--- src/logic/motion_cmd_regs.vh ---
// Register offsets, field positions, reset values and command codes for the decoder
`ifndef MOTION_CMD_REGS_VH
`define MOTION_CMD_REGS_VH

// Register byte addresses
`define REG_CMD          8'h00
`define REG_ARG0         8'h04
`define REG_ARG1         8'h08
`define REG_VEL0         8'h10
`define REG_VEL1         8'h14
`define REG_VEL2         8'h18
`define REG_VEL3         8'h1C
`define REG_MAX_ACCEL_SETTING       8'h20
`define REG_DECEL        8'h24
`define REG_RINGPOS      8'h28
`define REG_STATUS       8'h2C
`define REG_ACTVEL0      8'h30
`define REG_ACTVEL1      8'h34
`define REG_ACTVEL2      8'h38
`define REG_ACTVEL3      8'h3C

// Command codes
`define CMD_ROLE_SELECT  8'h87
`define CMD_AXIS_SET     8'h6F
`define CMD_VEL_HOLD     8'h70

// Reset values
`define ROLE_RESET       8'h00
`define MASK_RESET       4'h0
`define ACCEL_RESET      32'h0000_0000

// Status field positions
`define ST_SLAVE_BIT     0
`define ST_IGNORED_BIT   1
`define ST_PEND_LSB      4
`define ST_MASK_LSB      8
`define ST_VHOLD_LSB     12

// Fixed-point velocity width, axis count and axis-set buffer depth
`define VEL_SIG_BITS     27
`define AXIS_COUNT       4
`define SET_DEPTH        3

// AXI response codes
`define RESP_OKAY        2'b00
`define RESP_SLVERR      2'b10

`endif

--- src/logic/motion_command_decoder.v ---
// Real-time command decoder with AXI4-Lite register access
// Function
// - Role argument resets to zero, giving the master role.
// - Axis-set change, code 6Fh, carries mask and 8-byte-entry position.
// - At programmed position contouring switches to the new axis mask.
// - Three levels of buffering hold pending axis-set changes.
// - Mask bit zero selects axis one.
// - Velocity-hold, code 70h, carries mask and one 32-bit velocity per axis.
// - Velocity is 27-bit two's complement, sign extended, 16.16 format.
// - Velocity loop uses the control-law gains.
// - Selected axes ramp to velocity limited by max acceleration.
// - Velocity-hold ignored when max acceleration setting is zero.
// - Position loop stays outer loop during velocity hold.
// - Role select, code 87h: zero is master, nonzero slave.
// - Card adopts master role after reset.
// - Velocity-hold ignored for decelerating axis; ignored flag raised.
`timescale 1ns/10ps
`include "motion_cmd_regs.vh"

module motion_command_decoder #(
    parameter AXES  = `AXIS_COUNT,
    parameter DEPTH = `SET_DEPTH
) (
    input  wire        clk_in,             // 125 MHz clock
    input  wire        resetn_in,          // Async reset, active low
    input  wire [7:0]  s_axi_awaddr_in,    // Write address
    input  wire        s_axi_awvalid_in,   // Write address valid
    output wire        s_axi_awready_out,  // Write address ready
    input  wire [31:0] s_axi_wdata_in,     // Write data
    input  wire [3:0]  s_axi_wstrb_in,     // Write strobes
    input  wire        s_axi_wvalid_in,    // Write data valid
    output wire        s_axi_wready_out,   // Write data ready
    output wire [1:0]  s_axi_bresp_out,    // Write response
    output wire        s_axi_bvalid_out,   // Write response valid
    input  wire        s_axi_bready_in,    // Write response ready
    input  wire [7:0]  s_axi_araddr_in,    // Read address
    input  wire        s_axi_arvalid_in,   // Read address valid
    output wire        s_axi_arready_out,  // Read address ready
    output wire [31:0] s_axi_rdata_out,    // Read data
    output wire [1:0]  s_axi_rresp_out,    // Read response
    output wire        s_axi_rvalid_out,   // Read data valid
    input  wire        s_axi_rready_in,    // Read data ready
    input  wire [7:0]  contour_pos_in,     // Contouring entry being consumed
    input  wire        contour_step_in,    // Pulse: contouring took a point
    input  wire [3:0]  axis_stopping_in,   // Axes still halting from a stop
    output wire        slave_role_out,     // High in slave role
    output wire [3:0]  contour_mask_out,   // Axes used for contouring
    output wire [3:0]  vel_hold_out,       // Axes in velocity hold
    output wire [4*32-1:0] vel_cmd_out,    // Ramped velocity per axis
    output wire        pos_loop_outer_out  // Position loop stays closed
);

    // Bus state
    reg        aw_q, w_q, bvalid_q, rvalid_q;
    reg [7:0]  awaddr_q;
    reg [31:0] wdata_q, rdata_q;
    reg [3:0]  wstrb_q;
    reg [1:0]  bresp_q, rresp_q;
    // Block state
    reg [7:0]  role_q;
    reg [7:0]  arg0_q, arg1_q;
    reg [31:0] vel_tgt_q [0:AXES-1];
    reg [31:0] vel_act_q [0:AXES-1];
    reg [31:0] accel_q;
    reg [3:0]  mask_q, vhold_q;
    reg        ignored_q;
    reg [3:0]  pend_mask_q [0:DEPTH-1];
    reg [7:0]  pend_pos_q  [0:DEPTH-1];
    reg [1:0]  pend_cnt_q;
    integer    i;

    // Sign extension of a 27-bit velocity
    function [31:0] sext_vel;
        input [31:0] v;
        begin
            sext_vel = {{5{v[26]}}, v[26:0]};
        end
    endfunction

    // Merge written bytes into an old word under the strobes
    function [31:0] strb_mix;
        input [31:0] old;
        input [31:0] dat;
        input [31:0] msk;
        begin
            strb_mix = (dat & msk) | (old & ~msk);
        end
    endfunction

    // Ramp one axis toward target by at most step
    function [31:0] ramp;
        input [31:0] act;
        input [31:0] tgt;
        input [31:0] step;
        reg   [32:0] diff;
        begin
            diff = {tgt[31], tgt} - {act[31], act};
            if (diff[32] == 1'b0 && diff > {1'b0, step})
                ramp = act + step;
            else if (diff[32] == 1'b1 && (33'h0 - diff) > {1'b0, step})
                ramp = act - step;
            else
                ramp = tgt;
        end
    endfunction

    wire wr_go = aw_q && w_q && !bvalid_q;
    wire rd_go = s_axi_arvalid_in && !rvalid_q;
    wire [31:0] wmask = {{8{wstrb_q[3]}}, {8{wstrb_q[2]}},
                         {8{wstrb_q[1]}}, {8{wstrb_q[0]}}};
    wire        cmd_wr  = wr_go && awaddr_q == `REG_CMD && wstrb_q[0];
    wire [3:0]  arg_msk = arg0_q[3:0];
    wire [31:0] status  = {16'h0, vhold_q, mask_q, 2'b00, pend_cnt_q,
                           2'b00, ignored_q, (role_q != 8'h00)};
    wire        hit     = pend_cnt_q != 2'd0 && contour_step_in
                          && contour_pos_in == pend_pos_q[0];

    assign s_axi_awready_out = !aw_q;
    assign s_axi_wready_out  = !w_q;
    assign s_axi_bvalid_out  = bvalid_q;
    assign s_axi_bresp_out   = bresp_q;
    assign s_axi_arready_out = !rvalid_q;
    assign s_axi_rvalid_out  = rvalid_q;
    assign s_axi_rdata_out   = rdata_q;
    assign s_axi_rresp_out   = rresp_q;
    assign slave_role_out    = role_q != 8'h00;
    assign contour_mask_out  = mask_q;
    assign vel_hold_out      = vhold_q;
    assign vel_cmd_out = {vel_act_q[3], vel_act_q[2], vel_act_q[1], vel_act_q[0]};
    assign pos_loop_outer_out = 1'b1;

    // Write channel capture and response
    always @(posedge clk_in or negedge resetn_in)
    begin
        if (!resetn_in)
        begin
            aw_q     <= 1'b0;
            w_q      <= 1'b0;
            bvalid_q <= 1'b0;
            awaddr_q <= 8'h00;
            wdata_q  <= 32'h0000_0000;
            wstrb_q  <= 4'h0;
            bresp_q  <= `RESP_OKAY;
        end
        else
        begin
            if (s_axi_awvalid_in && !aw_q)
            begin
                aw_q     <= 1'b1;
                awaddr_q <= s_axi_awaddr_in;
            end
            if (s_axi_wvalid_in && !w_q)
            begin
                w_q     <= 1'b1;
                wdata_q <= s_axi_wdata_in;
                wstrb_q <= s_axi_wstrb_in;
            end
            if (wr_go)
            begin
                aw_q     <= 1'b0;
                w_q      <= 1'b0;
                bvalid_q <= 1'b1;
                bresp_q  <= (awaddr_q <= `REG_STATUS) ? `RESP_OKAY : `RESP_SLVERR;
            end
            else if (bvalid_q && s_axi_bready_in)
                bvalid_q <= 1'b0;
        end
    end

    // Read channel
    always @(posedge clk_in or negedge resetn_in)
    begin
        if (!resetn_in)
        begin
            rvalid_q <= 1'b0;
            rdata_q  <= 32'h0000_0000;
            rresp_q  <= `RESP_OKAY;
        end
        else if (rd_go)
        begin
            rvalid_q <= 1'b1;
            rresp_q  <= `RESP_OKAY;
            case (s_axi_araddr_in)
                `REG_ARG0:    rdata_q <= {24'h0, arg0_q};
                `REG_ARG1:    rdata_q <= {24'h0, arg1_q};
                `REG_VEL0:    rdata_q <= vel_tgt_q[0];
                `REG_VEL1:    rdata_q <= vel_tgt_q[1];
                `REG_VEL2:    rdata_q <= vel_tgt_q[2];
                `REG_VEL3:    rdata_q <= vel_tgt_q[3];
                `REG_MAX_ACCEL_SETTING:  rdata_q <= accel_q;
                `REG_RINGPOS: rdata_q <= {24'h0, pend_pos_q[0]};
                `REG_STATUS:  rdata_q <= status;
                `REG_ACTVEL0: rdata_q <= vel_act_q[0];
                `REG_ACTVEL1: rdata_q <= vel_act_q[1];
                `REG_ACTVEL2: rdata_q <= vel_act_q[2];
                `REG_ACTVEL3: rdata_q <= vel_act_q[3];
                `REG_CMD:     rdata_q <= 32'h0000_0000;
                default:
                begin
                    rdata_q <= 32'h0000_0000;
                    rresp_q <= `RESP_SLVERR;
                end
            endcase
        end
        else if (rvalid_q && s_axi_rready_in)
            rvalid_q <= 1'b0;
    end

    // Argument, setting and command execution
    always @(posedge clk_in or negedge resetn_in)
    begin
        if (!resetn_in)
        begin
            role_q     <= `ROLE_RESET;
            arg0_q     <= 8'h00;
            arg1_q     <= 8'h00;
            accel_q    <= `ACCEL_RESET;
            mask_q     <= `MASK_RESET;
            vhold_q    <= 4'h0;
            ignored_q  <= 1'b0;
            pend_cnt_q <= 2'd0;
            for (i = 0; i < AXES; i = i + 1)
            begin
                vel_tgt_q[i] <= 32'h0000_0000;
                vel_act_q[i] <= 32'h0000_0000;
            end
            for (i = 0; i < DEPTH; i = i + 1)
            begin
                pend_mask_q[i] <= 4'h0;
                pend_pos_q[i]  <= 8'h00;
            end
        end
        else
        begin
            // Plain argument and setting writes
            if (wr_go)
            begin
                case (awaddr_q)
                    `REG_ARG0:   arg0_q <= (wdata_q[7:0] & wmask[7:0]) | (arg0_q & ~wmask[7:0]);
                    `REG_ARG1:   arg1_q <= (wdata_q[7:0] & wmask[7:0]) | (arg1_q & ~wmask[7:0]);
                    `REG_VEL0:   vel_tgt_q[0] <= sext_vel(strb_mix(vel_tgt_q[0], wdata_q, wmask));
                    `REG_VEL1:   vel_tgt_q[1] <= sext_vel(strb_mix(vel_tgt_q[1], wdata_q, wmask));
                    `REG_VEL2:   vel_tgt_q[2] <= sext_vel(strb_mix(vel_tgt_q[2], wdata_q, wmask));
                    `REG_VEL3:   vel_tgt_q[3] <= sext_vel(strb_mix(vel_tgt_q[3], wdata_q, wmask));
                    `REG_MAX_ACCEL_SETTING: accel_q <= strb_mix(accel_q, wdata_q, wmask);
                    `REG_STATUS: if (wstrb_q[0] && wdata_q[`ST_IGNORED_BIT]) ignored_q <= 1'b0;
                    default:     ;
                endcase
            end
            // Pending axis-set change reaches its position
            if (hit)
            begin
                mask_q <= pend_mask_q[0];
                pend_mask_q[0] <= pend_mask_q[1];
                pend_pos_q[0]  <= pend_pos_q[1];
                pend_mask_q[1] <= pend_mask_q[2];
                pend_pos_q[1]  <= pend_pos_q[2];
            end
            // Command dispatch
            if (cmd_wr)
            begin
                case (wdata_q[7:0])
                    `CMD_ROLE_SELECT: role_q <= arg0_q;
                    `CMD_AXIS_SET:
                    begin
                        // Queue in three-level buffer; full queue flags ignored unless a hit frees an entry in the same cycle
                        if (pend_cnt_q == 2'd3 && !hit)
                            ignored_q <= 1'b1;
                        else
                        begin
                            pend_mask_q[pend_cnt_q - {1'b0, hit}] <= arg_msk;
                            pend_pos_q[pend_cnt_q - {1'b0, hit}]  <= arg1_q;
                        end
                    end
                    `CMD_VEL_HOLD:
                    begin
                        if (accel_q == 32'h0000_0000)
                            ignored_q <= 1'b1;
                        else
                        begin
                            vhold_q <= vhold_q | (arg_msk & ~axis_stopping_in);
                            if ((arg_msk & axis_stopping_in) != 4'h0)
                                ignored_q <= 1'b1;
                        end
                    end
                    default: ;
                endcase
            end
            // Queue occupancy
            if (cmd_wr && wdata_q[7:0] == `CMD_AXIS_SET && !(pend_cnt_q == 2'd3 && !hit))
                pend_cnt_q <= pend_cnt_q + {1'b0, !hit};
            else if (hit)
                pend_cnt_q <= pend_cnt_q - 2'd1;
            // Velocity ramp for held axes
            for (i = 0; i < AXES; i = i + 1)
                if (vhold_q[i])
                    vel_act_q[i] <= ramp(vel_act_q[i], vel_tgt_q[i], accel_q);
        end
    end

endmodule // motion_command_decoder

--- config.mk ---
export PLATFORM = sky130hd
export DESIGN_NAME = motion_command_decoder
export DESIGN_NICKNAME = d
export VERILOG_FILES = /design/src/logic/motion_command_decoder.v
export VERILOG_INCLUDE_DIRS = /design/src /design/src/logic
export SDC_FILE = /design/constraint.sdc
export NUM_CORES = 2
export LEC_CHECK = 0
export BUFFER_PORTS_ARGS = -buffer_cell sky130_fd_sc_hd__buf_2
export CAP_MARGIN = 40
export CELL_PAD_IN_SITES_DETAIL_PLACEMENT = 0
export CELL_PAD_IN_SITES_GLOBAL_PLACEMENT = 2
export CORE_MARGIN = 2
export CORE_UTILIZATION = 40
export CTS_BUF_LIST = sky130_fd_sc_hd__clkbuf_16
export DETAILED_ROUTE_END_ITERATION = 6
export PLACE_DENSITY = 0.87
export SLEW_MARGIN = 25
export SYNTH_ARGS = -nofsm -noshare
export SYNTH_HDL_FRONTEND = slang
export SYNTH_SLANG_ARGS = --single-unit
--- constraint.sdc ---
create_clock -name clk_in -period 14.5 [get_ports clk_in]
set_input_delay 0.725 -clock clk_in [delete_from_list [all_inputs] [get_ports clk_in]]
set_output_delay 0.725 -clock clk_in [all_outputs]
set_load 0.1 [all_outputs]
Word level (Yosys, flattened, before mapping):

Cells that the tools add are included.

* bits in registers: 423
* bits in latches: 0
* memory bits (writable): 0
* ROM bits: 0
* input bits: 72
* output and inout port bits: 179
* logic and storage cells: 212
* memories kept: 0

* $add $sub $neg: 19
* multiply operators: 0
* divide/modulo/power cells: 0
* magnitude comparators: 11
* equality and inequality tests: 26
* shifts and indexed selects: 0
* mux-type cells: 43
* bitwise logic cells: 29
* reduce and logical (&&, ||, !) cells: 52

Operators with widths (number)
* case mux 32 bit (13 select lines): 1
* greater-than comparator 33 x 32 -> 1 bit: 8
* two-way mux 32 bit: 8
* subtractor 1 x 33 -> 33 bit, first input constant: 4
* subtractor 27 x 32 -> 33 bit: 4
* adder 32 bit: 4
* subtractor 32 bit: 4
* bitwise AND 27 bit: 4
* OR 27 bit: 4
* equality test 8 x 6 -> 1 bit, second input constant: 9
* two-way mux 24 bit: 3
* bitwise AND 32 bit: 2
* equality test 8 x 5 -> 1 bit, second input constant: 8
* two-way mux 12 bit: 3
* logical NOT 32 bit: 1
* NOT 32 bit: 1
* OR 32 bit: 1
* bitwise AND 8 bit: 3
* bitwise mux 24 bit: 1
* logical AND 1 bit: 24
* demux 8 bit (select 2 bit): 1
* equality test 8 x 3 -> 1 bit, second input constant: 2
* equality test 8 x 4 -> 1 bit, second input constant: 2
* equality test 8 x 7 -> 1 bit, second input constant: 2
* other kinds (32): 76

Logic depth before layout (Yosys ltp):

* depth after elaboration: 13
* depth in mapped cells: 32
* gate-level depth less buffers: 28

Worst setup path before layout:

No wires, ideal clock.

* kind: register to register
* start point: register vel_act_q (netlist bit vel_cmd_out[65])
* end point: register vel_act_q (netlist bit vel_cmd_out[70])
* library setup time: 82 ps
* arrival time: 6830 ps
* data required time: 14418 ps
* setup slack: 7588 ps
* cell stages (with the launch flop): 29
* path buffers: 2
* clock period less this slack: 6912 ps
* cell sequence: dfrtp_1 inv_1 ha_1 nor2b_1 o31a_1 o211ai_1 and3_1 o21ai_0 a2111oi_2 nand3b_1 or3b_2 nand2b_1 nor4_2 nor2b_1 xnor2_1 ha_1 a21o_1 a21oi_1 nand2_1 a21oi_1 nor2_1 a221oi_1 a21oi_1 a41o_1 buf_2 a21oi_4 buf_2 a22oi_1 a31oi_1

* longest elaborated chain between the ends: 6
* elaborated cells between the ends (all ways): 11
* classes of those cells: 4 x add/sub; 2 x order compare; 2 x mux; 1 x bitwise; 2 x reduce/logical

RTL lines
* start, declared: line motion_command_decoder.v:63 `reg [31:0] vel_act_q [0:AXES-1];`
* start signal, assigned by index: line motion_command_decoder.v:297 `vel_act_q[i] <= ramp(vel_act_q[i], vel_tgt_q[i], accel_q);`
* subtractor 27 x 32 -> 33 bit: line motion_command_decoder.v:97 `diff = {tgt[31], tgt} - {act[31], act};`
* subtractor 1 x 33 -> 33 bit: line motion_command_decoder.v:100 `else if (diff[32] == 1'b1 && (33'h0 - diff) > {1'b0, step})`
* greater-than comparator 33 x 32 -> 1 bit: line motion_command_decoder.v:100
* logical AND 1 bit: line motion_command_decoder.v:100
* two-way mux 32 bit: line motion_command_decoder.v:100
* two-way mux 32 bit *: line motion_command_decoder.v:98 `if (diff[32] == 1'b0 && diff > {1'b0, step})`

Mark *: on every way between the ends. The rest lies on a longest branch, timed or not.
A chain may end at the register's enable or synchronous reset.

Worst setup path in the final report:

* start point: register vel_act_q (netlist bit vel_cmd_out[65])
* end point: register vel_act_q (netlist bit vel_cmd_out[64])

* longest elaborated chain between the ends: 6
* elaborated cells between the ends (all ways): 9
* classes of those cells: 2 x add/sub; 2 x order compare; 2 x mux; 1 x bitwise; 2 x reduce/logical

RTL lines (line)
* subtractor 27 x 32 -> 33 bit *: motion_command_decoder.v:97
* subtractor 1 x 33 -> 33 bit: motion_command_decoder.v:100
* greater-than comparator 33 x 32 -> 1 bit: motion_command_decoder.v:100
* logical AND 1 bit: motion_command_decoder.v:100
* two-way mux 32 bit: motion_command_decoder.v:100
* two-way mux 32 bit *: motion_command_decoder.v:98

Marks and branches as above.

==> impl_metrics.xml <==
<?xml version="1.0" encoding="UTF-8"?>
<metrics>
  <group name="timing">
    <metric name="min_period" unit="ns">7.76</metric>
    <metric name="timing.slew.headroom" unit="%">32.9</metric>
    <metric name="layout_setup_ws" unit="ns">6.74</metric>
    <metric name="report.final.setup_viol" unit="">0</metric>
    <metric name="slew_violations" unit="">0</metric>
    <metric name="setup-tns-final" unit="ns">0</metric>
    <metric name="timing.final.hold_violations" unit="">0</metric>
    <metric name="clock.fmax" unit="GHz">0.129</metric>
    <metric name="skew" unit="ns">0.0785</metric>
    <metric name="hold_slack" unit="ns">0.202</metric>
    <metric name="finalCritPeriodShare" unit="%">53.5</metric>
    <metric name="rsz0062_at_grt" unit="">no</metric>
    <metric name="tightest_slew" unit="ns">1.01</metric>
  </group>
  <group name="yosys">
    <metric name="synthesis.area" unit="mm^2">0.0486</metric>
    <metric name="yosys.area_share.simple" unit="%">17.8</metric>
    <metric name="synth_largest_area_cell" unit="">sky130_fd_sc_hd__dfrtp_1</metric>
    <metric name="postSynthAreaPerCell" unit="um^2">8.27</metric>
    <metric name="async_flop_share" unit="%">100</metric>
    <metric name="netlist.area_leader.share" unit="%">21.7</metric>
    <metric name="leading_post_synthesis_cells_by_cell_area" unit="">sky130_fd_sc_hd__dfrtp_1, sky130_fd_sc_hd__ha_1, sky130_fd_sc_hd__mux2_2</metric>
    <metric name="synth-main-ff-cell" unit="">sky130_fd_sc_hd__dfrtp_1</metric>
    <metric name="synth.ff_latch_count" unit="">421</metric>
    <metric name="synth_top_family_by_area" unit="">compound AO/OA/AOI/OAI gates</metric>
    <metric name="number_of_enable_flip_flop_cells_after_synthesis" unit="">0</metric>
    <metric name="synth_seq_area_share" unit="%">21.7</metric>
    <metric name="ys_warn_count" unit="">0</metric>
    <metric name="multiplexer_share_of_the_synthesized_area" unit="%">6.14</metric>
    <metric name="library_cells_used_by_synthesis" unit="">113</metric>
    <metric name="syn_inst" unit="">5880</metric>
    <metric name="yosys.area_share.adder" unit="%">16.8</metric>
    <metric name="synth_xor_area_share" unit="%">4.65</metric>
    <metric name="synth_compound_area_share" unit="%">27.7</metric>
  </group>
  <group name="die">
    <metric name="floorplan.die_area" unit="mm^2">0.124</metric>
    <metric name="floorplan.die.height" unit="um">353</metric>
    <metric name="core" unit="mm^2">0.120</metric>
    <metric name="dieWidth" unit="um">353</metric>
    <metric name="floorplan.initialDensity" unit="%">40.4</metric>
    <metric name="ios" unit="">251</metric>
    <metric name="core.rowCount" unit="">127</metric>
  </group>
  <group name="clock_network">
    <metric name="clock_sink_count" unit="">421</metric>
    <metric name="cts_tree" unit="">built</metric>
    <metric name="cts_inserted_buffers" unit="">56</metric>
    <metric name="cts_hold_buffers" unit="">1</metric>
    <metric name="clockRootBuffer" unit="">sky130_fd_sc_hd__clkbuf_16</metric>
    <metric name="cts_max_path_buffers" unit="">3</metric>
    <metric name="cts_resized" unit="">0</metric>
    <metric name="postCtsSetupBuffers" unit="">0</metric>
    <metric name="clk_latency" unit="ns">0.73</metric>
    <metric name="cts.reportedPaths.clkPinSlew" unit="ns">0.06</metric>
    <metric name="htree_depth" unit="">2</metric>
  </group>
  <group name="run">
    <metric name="max_cap_viol_count" unit="">0</metric>
  </group>
  <group name="grt">
    <metric name="grt_first_pass_wirelength" unit="um">350000</metric>
    <metric name="globalRoute.totalOverflow" unit="">0</metric>
    <metric name="grt_antenna_before_repair" unit="">24</metric>
    <metric name="first_global_vias" unit="">48041</metric>
    <metric name="grt_util_all_layers" unit="%">38.2</metric>
    <metric name="grt_max_degree" unit="">61</metric>
  </group>
  <group name="hold_path">
    <metric name="holdCritPathClass" unit="">primary input to register</metric>
  </group>
  <group name="place">
    <metric name="globalplace.congestion" unit="">1.02</metric>
    <metric name="hpwl" unit="um">191000</metric>
    <metric name="dpl_worst_slack" unit="ns">6.86</metric>
    <metric name="io_buffer_count" unit="">247</metric>
  </group>
  <group name="setup_path">
    <metric name="buffering_stage_count_on_the_worst_path_with_inverters_included" unit="">3</metric>
    <metric name="critical_path.startpoint_type" unit="">register</metric>
    <metric name="cpMaxStageDelayCell" unit="">sky130_fd_sc_hd__or3b_2</metric>
    <metric name="cp_max_fo" unit="">28</metric>
    <metric name="critical-path-max-stage-delay" unit="ns">0.55</metric>
    <metric name="worst-endpoint-arrival" unit="ns">8.35</metric>
    <metric name="timing.critical_path.to_type" unit="">register</metric>
    <metric name="crit_top_cell" unit="">sky130_fd_sc_hd__a21oi_1</metric>
    <metric name="family_of_cells_with_the_greatest_summed_delay_on_the_critical_path" unit="">compound AO/OA/AOI/OAI gates</metric>
    <metric name="critical_path_required" unit="ns">15.09</metric>
    <metric name="worstSetupPathType" unit="">register to register</metric>
  </group>
  <group name="route">
    <metric name="antenna_violating_nets_post_route" unit="">0</metric>
    <metric name="drt_first_pass_iters" unit="">6</metric>
    <metric name="vias" unit="">51470</metric>
    <metric name="drcViolationCount" unit="">0</metric>
    <metric name="average_via_count_per_standard_cell" unit="">6.63</metric>
    <metric name="drt-initial-drc-count" unit="">5942</metric>
    <metric name="detail_route.wirelength" unit="um">246000</metric>
    <metric name="detail_route.wl_per_cell" unit="um">31.8</metric>
  </group>
  <group name="layout">
    <metric name="fin_util" unit="%">45.2</metric>
    <metric name="layout-drive-gt1-share" unit="%">14.0</metric>
    <metric name="filler_cell_count_in_the_final_layout" unit="">12103</metric>
    <metric name="syn_to_final_growth" unit="%">11.9</metric>
    <metric name="finalNetCount" unit="">6805</metric>
  </group>
  <group name="power">
    <metric name="power.static_leakage" unit="nW">25.1</metric>
    <metric name="power.total" unit="W">0.0161</metric>
    <metric name="power_density_cells" unit="mW/mm^2">296</metric>
    <metric name="max-vdd-ir-drop" unit="mV">0.209</metric>
  </group>
  <group name="outcome">
    <metric name="run_status" unit="">finished clean</metric>
  </group>
</metrics>
logic make-up after synthesis:
group,Yosys count
compound gates,1909
xor+xnor,258
fa+ha+maj,646
buf+inv,641
flops,421
mux,270
other cells,2
simple gates,1733
stage by stage:
step	area, um^2	cells
after detailed placement	52300	7634
after CTS	54300	7741
after floorplan	48600	5881
final	54400	7759
after global placement	52000	7610
after global routing	54400	7747
cells in the mapped netlist (54+ instances only):
| cell | instances |
|---|---|
| sky130_fd_sc_hd__xnor2_1 | 190 |
| sky130_fd_sc_hd__a211oi_1 | 64 |
| sky130_fd_sc_hd__nor4_1 | 54 |
| sky130_fd_sc_hd__nand4_1 | 89 |
| sky130_fd_sc_hd__a22oi_1 | 76 |
| sky130_fd_sc_hd__nor3_1 | 153 |
| sky130_fd_sc_hd__dfrtp_1 | 421 |
| sky130_fd_sc_hd__clkbuf_1 | 219 |
| sky130_fd_sc_hd__a31oi_1 | 115 |
| sky130_fd_sc_hd__ha_1 | 634 |
| sky130_fd_sc_hd__a21o_1 | 191 |
| sky130_fd_sc_hd__o21bai_1 | 65 |
| sky130_fd_sc_hd__o21ai_0 | 230 |
| sky130_fd_sc_hd__a21oi_1 | 433 |
| sky130_fd_sc_hd__inv_1 | 369 |
| sky130_fd_sc_hd__o21a_1 | 64 |
| sky130_fd_sc_hd__a221oi_1 | 77 |
| sky130_fd_sc_hd__nor2b_1 | 83 |
| sky130_fd_sc_hd__nand2b_1 | 68 |
| sky130_fd_sc_hd__nand2_1 | 386 |
| sky130_fd_sc_hd__xor2_1 | 68 |
| sky130_fd_sc_hd__nand3_1 | 120 |
| sky130_fd_sc_hd__nor2_1 | 480 |
| sky130_fd_sc_hd__mux2_2 | 227 |
report_power, final:
group | total (W) | leakage (nW) | internal (W) | switching (W)
combinational | 0.0122 | 18.5 | 0.00436 | 0.00787
sequential | 0.00232 | 5.59 | 0.00147 | 0.000844
clock | 0.00155 | 0.958 | 0.000875 | 0.000676
total | 0.0161 | 25.1 | 0.00671 | 0.00939
layout make-up:
type / count / area (um^2) / area share (%)
multi-input combinational: 4819 / 35700 / 65.7
sequential: 421 / 10500 / 19.4
timing repair buffer: 418 / 2710 / 4.98
tap: 1612 / 2020 / 3.71
clock buffer: 56 / 1400 / 2.58
inverter: 371 / 1390 / 2.56
clock inverter: 50 / 588 / 1.08
antenna: 12 / 30.0 / 0.0552
per-layer routing:
| layer | share of wire (%) | routed length, um | GRT usage, % | vias to the layer above |
|---|---|---|---|---|
| met5 | 0.055 | 136 | 0 | - |
| met4 | 6.8 | 16800 | 22.6 | 20 |
| met3 | 11 | 27000 | 10.5 | 684 |
| met2 | 41 | 102000 | 56.1 | 2957 |
| met1 | 41 | 100000 | 49.9 | 25217 |
| li1 | - | - | - | 22592 |
cells in the final DEF, fill, tap and decap left out, types with 46 or more instances in the layout:
| cell type | count |
|---|---|
| sky130_fd_sc_hd__nand2_1 | 385 |
| sky130_fd_sc_hd__buf_2 | 253 |
| sky130_fd_sc_hd__nand3_1 | 120 |
| sky130_fd_sc_hd__a211oi_1 | 63 |
| sky130_fd_sc_hd__xor2_1 | 68 |
| sky130_fd_sc_hd__nor4_1 | 54 |
| sky130_fd_sc_hd__o21bai_1 | 65 |
| sky130_fd_sc_hd__o21ai_0 | 230 |
| sky130_fd_sc_hd__a22oi_1 | 76 |
| sky130_fd_sc_hd__inv_1 | 374 |
| sky130_fd_sc_hd__clkbuf_16 | 56 |
| sky130_fd_sc_hd__o211ai_1 | 51 |
| sky130_fd_sc_hd__a21oi_1 | 432 |
| sky130_fd_sc_hd__a221oi_1 | 77 |
| sky130_fd_sc_hd__xnor2_1 | 190 |
| sky130_fd_sc_hd__a21o_1 | 191 |
| sky130_fd_sc_hd__nor2_1 | 471 |
| sky130_fd_sc_hd__and3_1 | 49 |
| sky130_fd_sc_hd__o21a_1 | 64 |
| sky130_fd_sc_hd__nor2b_1 | 81 |
| sky130_fd_sc_hd__nand4_1 | 89 |
| sky130_fd_sc_hd__a31oi_1 | 113 |
| sky130_fd_sc_hd__mux2_2 | 227 |
| sky130_fd_sc_hd__or3_1 | 51 |
| sky130_fd_sc_hd__a22o_1 | 46 |
| sky130_fd_sc_hd__nand2b_1 | 68 |
| sky130_fd_sc_hd__ha_1 | 634 |
| sky130_fd_sc_hd__nor3_1 | 153 |
| sky130_fd_sc_hd__dfrtp_1 | 419 |
| sky130_fd_sc_hd__buf_4 | 145 |
path summary, 6_finish.rpt:
kind                                     start                  end  slack, ns  cells past startpoint
min in group asynchronous            resetn_in       vel_cmd_out[9]       0.54                      2
hold / removal                 s_axi_rready_in     s_axi_rvalid_out       0.20                      2
setup / recovery               vel_cmd_out[65]      vel_cmd_out[64]       6.74                     28
hold reg to reg            s_axi_rdata_out[13]  s_axi_rdata_out[13]       0.47                      1
max in group asynchronous            resetn_in          wdata_q[30]      12.20                      6
setup reg to reg               vel_cmd_out[65]      vel_cmd_out[64]       6.74                     28
(Power assumes the default switching activity.)
